[src/apcr_pkg.sv]
// Constants, types and decode helpers shared by the claim and ident bank.
package apcr_pkg;

  // ==========================================================================
  // Widths and types
  localparam int ADDR_W = 12;
  localparam int DATA_W = 32;
  localparam int FLAG_W = 2;
  localparam int NIB_W  = 4;

  typedef logic [ADDR_W-1:0] apcr_addr_t;
  typedef logic [DATA_W-1:0] apcr_word_t;
  typedef logic [FLAG_W-1:0] apcr_flags_t;

  // ==========================================================================
  // Register offsets (byte addresses)
  localparam apcr_addr_t OFF_CLAIM_SET = 12'hfa0;
  localparam apcr_addr_t OFF_CLAIM_CLR = 12'hfa4;
  localparam apcr_addr_t OFF_AFF0      = 12'hfa8;
  localparam apcr_addr_t OFF_AFF1      = 12'hfac;
  localparam apcr_addr_t OFF_ARCH      = 12'hfbc;
  localparam apcr_addr_t OFF_CAP2      = 12'hfc0;
  localparam apcr_addr_t OFF_CAP1      = 12'hfc4;
  localparam apcr_addr_t OFF_CAP0      = 12'hfc8;
  localparam apcr_addr_t OFF_CAT       = 12'hfcc;

  // ==========================================================================
  // Field positions and values
  localparam int SELF_TAG_BIT     = 0;
  localparam int EXT_TAG_BIT      = 1;
  localparam int ARCH_CODE_LSB    = 21;
  localparam int ARCH_PRESENT_BIT = 20;
  localparam int ARCH_REV_LSB     = 16;
  localparam int CAT_SUB_LSB      = 4;

  // Architect and architecture codes: the values are arbitrary.
  localparam logic [10:0] ARCH_CODE    = 11'h2a5;
  localparam logic [15:0] ARCH_ID      = 16'h5a01;
  localparam logic        ARCH_PRESENT = 1'h1;
  localparam logic [3:0]  ARCH_REV     = 4'h0;
  localparam logic [3:0]  CAT_SUB      = 4'h0;
  localparam logic [3:0]  CAT_MAJOR    = 4'h0;

  localparam apcr_flags_t CLAIM_RESET     = 2'h0;
  localparam apcr_flags_t CLAIM_IMPL_MASK = 2'h3;
  localparam apcr_flags_t SELF_ONLY       = 2'h1;
  localparam apcr_flags_t EXT_ONLY        = 2'h2;
  localparam apcr_word_t  ZERO_WORD       = 32'h0000_0000;
  localparam apcr_word_t  ARCH_WORD       =
    {ARCH_CODE, ARCH_PRESENT, ARCH_REV, ARCH_ID};
  localparam apcr_word_t  CAT_WORD        = {24'h00_0000, CAT_SUB, CAT_MAJOR};

  // ==========================================================================
  // State records
  typedef struct packed {
    apcr_flags_t flags;
  } apcr_claim_state_t;

  typedef struct packed {
    apcr_word_t rdata;
    logic       self_sole;
    logic       ext_sole;
    logic       contended;
  } apcr_main_state_t;

  // True for the fixed read-only words of the bank.
  function automatic logic is_ro_addr(apcr_addr_t a);
    return a inside {OFF_AFF0, OFF_AFF1, OFF_ARCH, OFF_CAP0, OFF_CAP1,
                     OFF_CAP2, OFF_CAT};
  endfunction : is_ro_addr

endpackage : apcr_pkg

[src/apcr_claim_flags.sv]
// Claim tag flip-flops with write-one-to-set and write-one-to-clear ports.
module apcr_claim_flags
  import apcr_pkg::*;
(
  input  wire logic        i_mclk,
  input  wire logic        i_rst,
  input  wire logic        i_set_wr,
  input  wire logic        i_clr_wr,
  input  wire apcr_flags_t i_bits,
  output logic [FLAG_W-1:0] o_flags
);

  // ==========================================================================
  // State
  apcr_claim_state_t s_q;
  apcr_claim_state_t s_d;
  apcr_flags_t       set_bits;
  apcr_flags_t       clr_bits;

  // Ones set or clear a tag, zeros leave it; set is applied last so it wins.
  always_comb
  begin
    s_d      = s_q;
    set_bits = i_set_wr ? (i_bits & CLAIM_IMPL_MASK) : CLAIM_RESET;
    clr_bits = i_clr_wr ? (i_bits & CLAIM_IMPL_MASK) : CLAIM_RESET;
    s_d.flags = (s_q.flags & ~clr_bits) | set_bits;
  end

  // Tags come up unclaimed.
  always_ff @(posedge i_mclk)
  begin
    if (i_rst)
      s_q <= '{flags: CLAIM_RESET};
    else
      s_q <= s_d;
  end

  assign o_flags = s_q.flags;

endmodule : apcr_claim_flags

[src/apcr_claim_ident_bank.sv]
// Top of the claim tag and identification register bank.

// Behaviour
// - Bit 1 of the claim pair is the external tag, 1 means claimed.
// - Bit 0 of the claim pair is the self-hosted tag, 1 means claimed.
// - Both claim tags are implemented.
// - Claim set decodes at 0xfa0, claim clear at 0xfa4.
// - Affinity words at 0xfa8 and 0xfac read all zero.
// - Architecture word: bit 20 reads one, bits 19:16 read zero.
// - Architecture word carries fixed architect and architecture codes.
// - First capability word reads all zero.
// - Capability words at 0xfc4 and 0xfc0 read all zero.
// - Category word at 0xfcc reads zero, sub and major types zero.
// - Claim set and clear are 32-bit, readable and writable.
module apcr_claim_ident_bank
  import apcr_pkg::*;
(
  input  wire logic        i_mclk,
  input  wire logic        i_rst,
  input  wire apcr_addr_t  i_addr,
  input  wire apcr_word_t  i_wdata,
  input  wire logic        i_wr,
  input  wire logic        i_rd,
  output apcr_word_t       o_rdata,
  output logic [FLAG_W-1:0] o_claim_flags,
  output logic             o_self_sole,
  output logic             o_ext_sole,
  output logic             o_contended
);

  // ==========================================================================
  // Declarations
  apcr_main_state_t s_q;
  apcr_main_state_t s_d;
  logic             set_wr;
  logic             clr_wr;
  apcr_flags_t      flags;
  apcr_word_t       mux_word;
  logic             mux_hit;

  // ==========================================================================
  // Write decode
  // Only the two claim offsets take writes; every other write falls away.
  assign set_wr = i_wr && (i_addr == OFF_CLAIM_SET);
  assign clr_wr = i_wr && (i_addr == OFF_CLAIM_CLR);

  // ==========================================================================
  // Claim tags
  apcr_claim_flags u_flags (
    .i_mclk   (i_mclk),
    .i_rst    (i_rst),
    .i_set_wr (set_wr),
    .i_clr_wr (clr_wr),
    .i_bits   (i_wdata[FLAG_W-1:0]),
    .o_flags  (flags)
  );

  // ==========================================================================
  // Read selection
  apcr_read_mux u_mux (
    .i_addr  (i_addr),
    .i_flags (flags),
    .o_word  (mux_word),
    .o_hit   (mux_hit)
  );

  // ==========================================================================
  // Next state
  // Read data live one cycle only; outside that cycle the bus sees zero.
  // Ownership status trails the tags by one cycle, which is harmless since
  // agents judge a claim from the clear view and never sample the status.
  always_comb
  begin
    s_d           = s_q;
    s_d.rdata     = i_rd ? mux_word : ZERO_WORD;
    s_d.self_sole = (flags == SELF_ONLY);
    s_d.ext_sole  = (flags == EXT_ONLY);
    s_d.contended = (flags == CLAIM_IMPL_MASK);
  end

  // Synchronous reset clears read data and status.
  always_ff @(posedge i_mclk)
  begin
    if (i_rst)
      s_q <= '{rdata: ZERO_WORD, self_sole: 1'b0, ext_sole: 1'b0,
               contended: 1'b0};
    else
      s_q <= s_d;
  end

  // ==========================================================================
  // Outputs
  assign o_rdata       = s_q.rdata;
  assign o_claim_flags = flags;
  assign o_self_sole   = s_q.self_sole;
  assign o_ext_sole    = s_q.ext_sole;
  assign o_contended   = s_q.contended;

  // ==========================================================================
  // Claim tag checks
  // The external tag rises in the cycle after a set write with bit 1 high.
  a_ext_tag_set: assert property (
    @(posedge i_mclk) disable iff (i_rst)
    set_wr && i_wdata[EXT_TAG_BIT] |=> flags[EXT_TAG_BIT])
    else $error("external tag not set by claim set write");

  // The self-hosted tag rises after a set write with bit 0 high.
  a_self_tag_set: assert property (
    @(posedge i_mclk) disable iff (i_rst)
    set_wr && i_wdata[SELF_TAG_BIT] |=> flags[SELF_TAG_BIT])
    else $error("self tag not set by claim set write");

  // A clear write with bit 1 high drops the external tag.
  a_ext_tag_clear: assert property (
    @(posedge i_mclk) disable iff (i_rst)
    clr_wr && i_wdata[EXT_TAG_BIT] |=> !flags[EXT_TAG_BIT])
    else $error("external tag not cleared");

  // A clear write with bit 0 high drops the self-hosted tag.
  a_self_tag_clear: assert property (
    @(posedge i_mclk) disable iff (i_rst)
    clr_wr && i_wdata[SELF_TAG_BIT] |=> !flags[SELF_TAG_BIT])
    else $error("self tag not cleared");

  // Zeros in a set write leave the other tag as it was.
  a_set_zero_hold: assert property (
    @(posedge i_mclk) disable iff (i_rst)
    set_wr && !i_wdata[EXT_TAG_BIT]
      |=> flags[EXT_TAG_BIT] == $past(flags[EXT_TAG_BIT]))
    else $error("set write with zero changed a tag");

  // Zeros in a clear write leave the other tag as it was.
  a_clr_zero_hold: assert property (
    @(posedge i_mclk) disable iff (i_rst)
    clr_wr && !i_wdata[SELF_TAG_BIT]
      |=> flags[SELF_TAG_BIT] == $past(flags[SELF_TAG_BIT]))
    else $error("clear write with zero changed a tag");

  // Both tags can stand set together, so both are implemented.
  a_both_tags: assert property (
    @(posedge i_mclk) disable iff (i_rst)
    set_wr && (i_wdata[FLAG_W-1:0] == CLAIM_IMPL_MASK)
      |=> flags == CLAIM_IMPL_MASK)
    else $error("both claim tags not held");

  // Tags move only on a claim write.
  a_tags_quiet: assert property (
    @(posedge i_mclk) disable iff (i_rst)
    !set_wr && !clr_wr |=> $stable(flags))
    else $error("claim tags changed without a claim write");

  // Writes to fixed words never disturb the tags.
  a_ro_write_ignored: assert property (
    @(posedge i_mclk) disable iff (i_rst)
    i_wr && is_ro_addr(i_addr) |=> $stable(flags))
    else $error("write to a read-only word changed state");

  // Tags leave reset unclaimed.
  a_reset_unclaimed: assert property (
    @(posedge i_mclk)
    i_rst |=> flags == CLAIM_RESET)
    else $error("claim tags not clear after reset");

  // ==========================================================================
  // Read-back checks
  // The set view answers the implemented mask.
  a_set_read_mask: assert property (
    @(posedge i_mclk) disable iff (i_rst)
    i_rd && (i_addr == OFF_CLAIM_SET)
      |=> o_rdata == {{(DATA_W-FLAG_W){1'b0}}, CLAIM_IMPL_MASK})
    else $error("claim set read is not the implemented mask");

  // The clear view answers the tags as they stood at the read.
  a_clr_read_tags: assert property (
    @(posedge i_mclk) disable iff (i_rst)
    i_rd && (i_addr == OFF_CLAIM_CLR)
      |=> o_rdata == {{(DATA_W-FLAG_W){1'b0}}, $past(flags)})
    else $error("claim clear read does not show the tags");

  // A set followed at once by a read of the clear view shows the new tag.
  a_set_then_read: assert property (
    @(posedge i_mclk) disable iff (i_rst)
    set_wr && i_wdata[EXT_TAG_BIT]
      ##1 (i_rd && (i_addr == OFF_CLAIM_CLR))
      |=> o_rdata[EXT_TAG_BIT])
    else $error("claimed external tag not visible on read");

  // Affinity words read as zero.
  a_aff_read_zero: assert property (
    @(posedge i_mclk) disable iff (i_rst)
    i_rd && (i_addr == OFF_AFF0 || i_addr == OFF_AFF1)
      |=> o_rdata == ZERO_WORD)
    else $error("affinity word not zero");

  // Architecture word shows presence and revision zero.
  a_arch_presence: assert property (
    @(posedge i_mclk) disable iff (i_rst)
    i_rd && (i_addr == OFF_ARCH)
      |=> o_rdata[ARCH_PRESENT_BIT]
          && o_rdata[ARCH_REV_LSB +: NIB_W] == ARCH_REV)
    else $error("architecture presence or revision wrong");

  // Architecture word shows the fixed codes.
  a_arch_codes: assert property (
    @(posedge i_mclk) disable iff (i_rst)
    i_rd && (i_addr == OFF_ARCH)
      |=> o_rdata[DATA_W-1:ARCH_CODE_LSB] == ARCH_CODE
          && o_rdata[ARCH_REV_LSB-1:0] == ARCH_ID)
    else $error("architecture codes wrong");

  // First capability word reads as zero.
  a_cap0_zero: assert property (
    @(posedge i_mclk) disable iff (i_rst)
    i_rd && (i_addr == OFF_CAP0) |=> o_rdata == ZERO_WORD)
    else $error("first capability word not zero");

  // Further capability words read as zero.
  a_cap_more_zero: assert property (
    @(posedge i_mclk) disable iff (i_rst)
    i_rd && (i_addr == OFF_CAP1 || i_addr == OFF_CAP2)
      |=> o_rdata == ZERO_WORD)
    else $error("further capability word not zero");

  // Category word shows zero types and zero upper bits.
  a_cat_fields: assert property (
    @(posedge i_mclk) disable iff (i_rst)
    i_rd && (i_addr == OFF_CAT)
      |=> o_rdata[CAT_SUB_LSB +: NIB_W] == CAT_SUB
          && o_rdata[NIB_W-1:0] == CAT_MAJOR
          && o_rdata[DATA_W-1:CAT_SUB_LSB+NIB_W] == '0)
    else $error("category word wrong");

  // Data stand for exactly one cycle after a read.
  a_rdata_one_cycle: assert property (
    @(posedge i_mclk) disable iff (i_rst)
    !i_rd |=> o_rdata == ZERO_WORD)
    else $error("read data present without a read");

  // Unmapped reads answer zero.
  a_unmapped_zero: assert property (
    @(posedge i_mclk) disable iff (i_rst)
    i_rd && !mux_hit |=> o_rdata == ZERO_WORD)
    else $error("unmapped read returned data");

  // ==========================================================================
  // Ownership status checks
  // A lone self tag shows as sole ownership one cycle later.
  a_self_sole: assert property (
    @(posedge i_mclk) disable iff (i_rst)
    flags == SELF_ONLY |=> o_self_sole && !o_ext_sole && !o_contended)
    else $error("self ownership status wrong");

  // A lone external tag shows as sole ownership one cycle later.
  a_ext_sole: assert property (
    @(posedge i_mclk) disable iff (i_rst)
    flags == EXT_ONLY |=> o_ext_sole && !o_self_sole && !o_contended)
    else $error("external ownership status wrong");

  // Both tags set flags contention and no owner.
  a_contended: assert property (
    @(posedge i_mclk) disable iff (i_rst)
    flags == CLAIM_IMPL_MASK
      |=> o_contended && !o_self_sole && !o_ext_sole)
    else $error("contention status wrong");

  // No tag set means no owner and no contention.
  a_unclaimed_idle: assert property (
    @(posedge i_mclk) disable iff (i_rst)
    flags == CLAIM_RESET
      |=> !o_contended && !o_self_sole && !o_ext_sole)
    else $error("status shows owner while unclaimed");

  // ==========================================================================
  // Further tag and reset checks
  // Zeros in a set write leave the self-hosted tag as it was.
  a_set_keeps_self: assert property (
    @(posedge i_mclk) disable iff (i_rst)
    set_wr && !i_wdata[SELF_TAG_BIT]
      |=> flags[SELF_TAG_BIT] == $past(flags[SELF_TAG_BIT]))
    else $error("set write with zero changed the self tag");

  // Zeros in a clear write leave the external tag as it was.
  a_clr_keeps_ext: assert property (
    @(posedge i_mclk) disable iff (i_rst)
    clr_wr && !i_wdata[EXT_TAG_BIT]
      |=> flags[EXT_TAG_BIT] == $past(flags[EXT_TAG_BIT]))
    else $error("clear write with zero changed the external tag");

  // A set write can only add tags, never take one away.
  a_set_only_adds: assert property (
    @(posedge i_mclk) disable iff (i_rst)
    set_wr |=> (flags & $past(flags)) == $past(flags))
    else $error("set write dropped a tag");

  // A clear write can only take tags away, never add one.
  a_clr_only_drops: assert property (
    @(posedge i_mclk) disable iff (i_rst)
    clr_wr |=> (flags & ~$past(flags)) == CLAIM_RESET)
    else $error("clear write raised a tag");

  // Clearing with both bits high leaves the port unclaimed.
  a_clr_all: assert property (
    @(posedge i_mclk) disable iff (i_rst)
    clr_wr && (i_wdata[FLAG_W-1:0] == CLAIM_IMPL_MASK)
      |=> flags == CLAIM_RESET)
    else $error("clear of both tags left a tag set");

  // Writes outside the two claim offsets, mapped or not, leave the tags.
  a_other_wr_ignored: assert property (
    @(posedge i_mclk) disable iff (i_rst)
    i_wr && (i_addr != OFF_CLAIM_SET) && (i_addr != OFF_CLAIM_CLR)
      |=> $stable(flags))
    else $error("write outside the claim offsets changed the tags");

  // A read never disturbs the tags, so polling the clear view is safe.
  a_read_keeps_tags: assert property (
    @(posedge i_mclk) disable iff (i_rst)
    i_rd |=> $stable(flags))
    else $error("read changed the claim tags");

  // Both claim views read zero above the implemented tags, so software
  // that probes for more tags finds only two.
  a_claim_upper_zero: assert property (
    @(posedge i_mclk) disable iff (i_rst)
    i_rd && (i_addr == OFF_CLAIM_SET || i_addr == OFF_CLAIM_CLR)
      |=> o_rdata[DATA_W-1:FLAG_W] == '0)
    else $error("claim view shows bits above the implemented tags");

  // At most one ownership status stands at any time.
  a_status_onehot: assert property (
    @(posedge i_mclk) disable iff (i_rst)
    $onehot0({o_self_sole, o_ext_sole, o_contended}))
    else $error("more than one ownership status set");

  // Reset empties the read data and every status output.
  a_reset_outputs: assert property (
    @(posedge i_mclk)
    i_rst |=> o_rdata == ZERO_WORD && !o_self_sole && !o_ext_sole
              && !o_contended)
    else $error("read data or status not clear after reset");

endmodule : apcr_claim_ident_bank

[src/apcr_read_mux.sv]
// Read-back selection of the claim view and the fixed identity words.
module apcr_read_mux
  import apcr_pkg::*;
(
  input  wire apcr_addr_t  i_addr,
  input  wire apcr_flags_t i_flags,
  output apcr_word_t       o_word,
  output logic             o_hit
);

  // ==========================================================================
  // Decode
  // Pads the tag vector into a full word with zeros above.
  function automatic apcr_word_t widen(apcr_flags_t f);
    return {{(DATA_W-FLAG_W){1'b0}}, f};
  endfunction : widen

  // Unmapped addresses answer zero so software never sees stale data.
  always_comb
  begin
    o_word = ZERO_WORD;
    o_hit  = 1'b1;
    unique case (i_addr)
      OFF_CLAIM_SET: o_word = widen(CLAIM_IMPL_MASK);
      OFF_CLAIM_CLR: o_word = widen(i_flags);
      OFF_AFF0:      o_word = ZERO_WORD;
      OFF_AFF1:      o_word = ZERO_WORD;
      OFF_ARCH:      o_word = ARCH_WORD;
      OFF_CAP0:      o_word = ZERO_WORD;
      OFF_CAP1:      o_word = ZERO_WORD;
      OFF_CAP2:      o_word = ZERO_WORD;
      OFF_CAT:       o_word = CAT_WORD;
      default:       o_hit  = 1'b0;
    endcase
  end

endmodule : apcr_read_mux

[config.mk]
export PLATFORM = sky130hd
export DESIGN_NAME = apcr_claim_ident_bank
export DESIGN_NICKNAME = d
export VERILOG_FILES = /design/src/apcr_pkg.sv /design/src/apcr_claim_flags.sv /design/src/apcr_claim_ident_bank.sv /design/src/apcr_read_mux.sv
export SDC_FILE = /design/constraint.sdc
export NUM_CORES = 1
export LEC_CHECK = 0
export BUFFER_PORTS_ARGS = -buffer_cell sky130_fd_sc_hd__buf_2
export CORE_MARGIN = 10
export CORE_UTILIZATION = 31
export CTS_CLUSTER_SIZE = 25
export DETAILED_ROUTE_END_ITERATION = 16
export PLACE_DENSITY = 0.84
export SLEW_MARGIN = 20
export SYNTH_ARGS = -nofsm -noshare
export SYNTH_HDL_FRONTEND = slang
export SYNTH_SLANG_ARGS = --single-unit
[constraint.sdc]
create_clock -name i_mclk -period 1.2 [get_ports i_mclk]
set_input_delay 0.06 -clock i_mclk [delete_from_list [all_inputs] [get_ports i_mclk]]
set_output_delay 0.06 -clock i_mclk [all_outputs]
set_load 0.02 [all_outputs]
Word-level counts from Yosys, hierarchy flattened
Cells that the tools add are included.
{"block": "totals", "mem_count": 0, "latch_bits": 0, "word_cells": 21, "rom_bits": 0, "input_bits": 48, "mem_bits_rw": 0, "out_inout_bits": 37, "register_bits": 37}
{"block": "op_classes", "shift": 0, "bitwise": 4, "addsub": 0, "n_div": 0, "order_cmp": 0, "n_mux": 3, "n_mul": 0, "reduce_logical": 3, "eq_ne": 6}
{"op": "31-bit case mux with 3 select lines", "n": 1}
{"op": "12-bit equality test (second input constant)", "n": 3}
{"op": "2-bit equality test (second input constant)", "n": 2}
{"op": "2-bit two-way mux", "n": 2}
{"op": "2-bit bitwise AND", "n": 1}
{"op": "2-bit by 1-bit equality test with 1-bit output (second input constant)", "n": 1}
{"op": "1-bit logical AND", "n": 2}
{"op": "2-bit NOT", "n": 1}
{"op": "2-bit OR", "n": 1}
{"op": "2-bit OR reduction", "n": 1}
{"op": "1-bit NOT", "n": 1}

Depth between registers and ports, before layout
{"block": "logic_depth", "word_depth": 6, "ltp_mapped": 3, "ltp_nobuf": 3}

Modules after synthesis
A second synthesis with hierarchy kept.
{"block": "unflattened", "cells_unflattened": 134, "hier_area_um2": 1441.4}
{"mod": "apcr_claim_ident_bank", "n_inst": 1, "cells_each": 80, "seq_area_each_um2": 700.7, "area_per_inst_um2": 1024.7}
{"mod": "apcr_read_mux", "n_inst": 1, "cells_each": 46, "seq_area_each_um2": 0.0, "area_per_inst_um2": 339.1}
{"mod": "apcr_claim_flags", "n_inst": 1, "cells_each": 8, "seq_area_each_um2": 40.0, "area_per_inst_um2": 77.6}

Worst setup path before layout
Ideal clock, no wire load.
{"block": "synth_path", "kind": "reg2reg", "startpoint": "register u_flags.s_q (netlist bit u_flags.o_flags[0])", "endpoint": "register s_q (netlist bit o_rdata[0])", "synth_period_minus_slack_ns": 1.003, "arrival_time_ns": 0.933, "path_stages_with_launch": 4, "required_time_ns": 1.130, "setup_ns": 0.070, "slack_ns": 0.197, "path_buffers": 0, "path_cell_list": "dfxtp_1 inv_1 a211o_1 a21oi_1"}
{"block": "synth_between", "elab_chain_len": 1}
{"item": "start: declaration", "line_no": "apcr_claim_flags.sv:15", "rtl": "apcr_claim_state_t s_q;"}
{"item": "start signal: assignment", "line_no": "apcr_claim_flags.sv:33", "rtl": "s_q <= '{flags: CLAIM_RESET};"}
{"item": "31-bit case mux with 3 select lines", "line_no": "apcr_read_mux.sv:23", "rtl": "unique case (i_addr)"}
{"item": "end signal: assignment", "line_no": "apcr_claim_ident_bank.sv:85", "rtl": "s_q <= '{rdata: ZERO_WORD, self_sole: 1'b0, ext_sole: 1'b0,"}
{"item": "end: declaration", "line_no": "apcr_claim_ident_bank.sv:33", "rtl": "apcr_main_state_t s_q;"}
No other way between the ends.
A chain may end at the register's enable or synchronous reset.

Final worst setup path
{"block": "layout_path", "startpoint": "register s_q (netlist bit o_rdata[28])", "endpoint": "output o_rdata[28]"}
{"item": "end: declaration", "line_no": "apcr_claim_ident_bank.sv:24", "rtl": "output apcr_word_t o_rdata,"}
No word-level cell between the ends.

==> summary.txt <==
Synthesis
  – Yosys cell types: 18
  – Syn_area_per_cell: 9.37 µm²
  – Synth area leader: buf_4
  – Netlist Area Pre-Place: 572 µm²
  – Post-synthesis sequential area ratio: 0.280
  – Cell count after synthesis: 61
  – #FFs+latches synth: 8
  – Ranking of synthesized cells by area: buf_4, dfxtp_1, a2111oi_4
  – Yosys top cell area share: 0.381
  – Total of warnings raised by yosys: 0

STA
  – Final worst-path cycle share: 0.781
  – Hold violation count in the final report: 0
  – Layout Skew: 0.00234 ns
  – Max-slew violations: 0
  – Max frequency: 1070 MHz
  – Endpoints failing setup: 0
  – RSZ-0062 raised after global routing: no
  – TNS Setup: 0 ns
  – Period minus WS final: 0.937 ns

Power
  – Worst vdd rail ir drop: 0.000246 V
  – Leakage: 0.371 nW
  – Pwr Density: 874 nW/µm²

Routing
  – Post-DRT Antenna Nets: 0
  – WL/cell: 12.4 µm
  – Vias per cell: 3.81
  – 1st-iter DRT viols: 10
  – DR vias: 431
  – Total Wirelength: 1.40 mm
  – Initial DRT Pass Iterations: 4
  – Post-route DRC violation count: 0

Floorplanning
  – Initial core utilization: 0.328
  – Rows: 15
  – Die span in x: 62.9 µm
  – Die height: 62.9 µm
  – Core Region: 1750 µm²
  – Die area: 3960 µm²
  – I/O pins: 85

Cells and area
  – Area grow syn2layout: 13.6%
  – Layout cells sized above 1: 0.466
  – Layout net count: 138
  – Sequential cell area: 160 µm²
  – Multi-input logic area: 258 µm²
  – # diodes: 0
  – Final instance area: 649 µm²
  – # fillers: 205

Setup path
  – Slowest stage delay, CP: 0.42 ns
  – CP Class: reg2out
  – Critical Path AT: 0.88 ns
  – Crit start category: flip-flop
  – WP buf/inv: 1
  – CP Capture Type: output port
  – CP max-delay cell: dfxtp_1
  – Crit Path Max Fanout: 10
  – CP Cell Sequence: buf_2
  – Crit path max-delay family: flip-flops
  – CP Data Required Time: 1.14 ns

Placement
  – # port buffers: 34
  – Placer Congestion: 0.728
  – Placed Instance Area: 627 µm²
  – Final HPWL DP: 1.33 mm

Global route
  – Gr usage total: 0.0658
  – First-pass GRT wire length: 2.14 mm
  – Initial antenna violation count: 0
  – Largest net degree at the start of global routing: 11
  – Vias in the first global route: 480
  – Final global-route overflow total: 0

Outcome
  – Run status: finished, final reports clean

CTS
  – Clock transition at the registers of the reported paths: 0.05 ns
  – CTS tree: yes
  – Resized cells post-CTS: 0
  – Max clock buf depth: 2
  – Clk sinks: 8
  – Clk_lat worst skew: 0.24 ns
  – H-tree depth: 1
  – CTS buffer count: 3
  – Post-CTS Hold Buffers: 0
  – Post-CTS setup buffers: 0
  – Root Driver: clkbuf_4

Min path
  – Hold crit path type: in2reg

Flow run
  – Max-cap viol count: 0
-- state kept, by name, summed over array words and instances, names as in the netlist --
register and flops:
o_self_sole 1, u_flags.o_flags 2, o_rdata 3, o_ext_sole 1, o_contended 1
-- layer usage --
metal / vias to the layer above / part of all wire / track usage
li1: 210 / - / -
met1: 190 / 0.28 / 0.0487
met2: 31 / 0.52 / 0.118
met3: 0 / 0.20 / 0.0681
met4: 0 / 0 / 0.00838
met5: - / 0 / 0
-- cell usage after synthesis --
| master | number |
|---|---|
| nand4_1 | 2 |
| buf_4 | 29 |
| nor4bb_1 | 2 |
| nand3_1 | 1 |
| a211o_1 | 1 |
| or2_2 | 1 |
| nand4_4 | 1 |
| nor2b_1 | 1 |
| inv_1 | 2 |
| mux2i_1 | 2 |
| a2111oi_4 | 1 |
| nand2b_1 | 2 |
| and4b_1 | 1 |
| and4bb_2 | 1 |
| conb_1 | 1 |
| dfxtp_1 | 8 |
| a21oi_1 | 1 |
| nor2_1 | 4 |
-- cell families (layout without fill, tap and decap cells) --
group,after synthesis,count (layout),synth area share
and+or+nand+nor,16,16,0.212
DFF,8,8,0.280
muxes,2,2,0.0350
other,1,20,0.00656
buffers and inverters,31,39,0.394
AOI/OAI and AO/OA,3,3,0.0722
-- area by class of cell --
class | count | area share
tap | 25 | 0.0482
inverter | 2 | 0.0116
sequential | 8 | 0.247
multi-input combinational | 41 | 0.397
timing repair buffer | 34 | 0.262
clock buffer | 3 | 0.0347
-- power breakdown --
part           internal, mW  switching (mW)  leakage (nW)
combinational        0.0294          0.0795         0.293
sequential            0.266       0.0000137        0.0644
clock                 0.114          0.0787        0.0138
total                 0.409           0.158         0.371
-- worst register-to-register path, cell delays in order, from the launching register on --
cell,delay [ns]
dfxtp_1,0.36
inv_1,0.07
a211o_1,0.29
a21oi_1,0.14
-- placed cells by master, fill, tap and decap left out, drive strengths merged, types with 2 or more instances in the layout --
master / synthesis / final
nand4: 3 / 3
dfxtp: 8 / 8
nand2b: 2 / 2
conb: 1 / 20
nor4bb: 2 / 2
clkbuf: 0 / 3
nor2: 4 / 4
buf: 29 / 34
inv: 2 / 2
mux2i: 2 / 2
-- through the flow --
step	total power [mW]	worst slack (ns)	hold slack, ns	utilization	std cells
floorplan	0.391	0.197	0.124	-	80
finish	0.567	0.263	0.0588	0.372	113
global route	0.596	0.165	0.0634	0.372	113
detailed placement	0.378	0.199	0.313	0.359	110
global placement	0.375	0.214	0.302	0.359	110
CTS	0.571	0.248	0.0537	0.372	113
-- worst paths after layout --
kind / from / end / slack [ns] / cells past startpoint
worst max-delay path: o_rdata[28] / o_rdata[28] / 0.26 / 1
worst min register to register: u_flags.o_flags[1] / o_self_sole / 0.46 / 1
worst max register to register: u_flags.o_flags[0] / o_rdata[0] / 0.28 / 3
worst min-delay path: i_addr[4] / o_rdata[1] / 0.06 / 2
No activity file was read; power rests on OpenSTA's default activity.
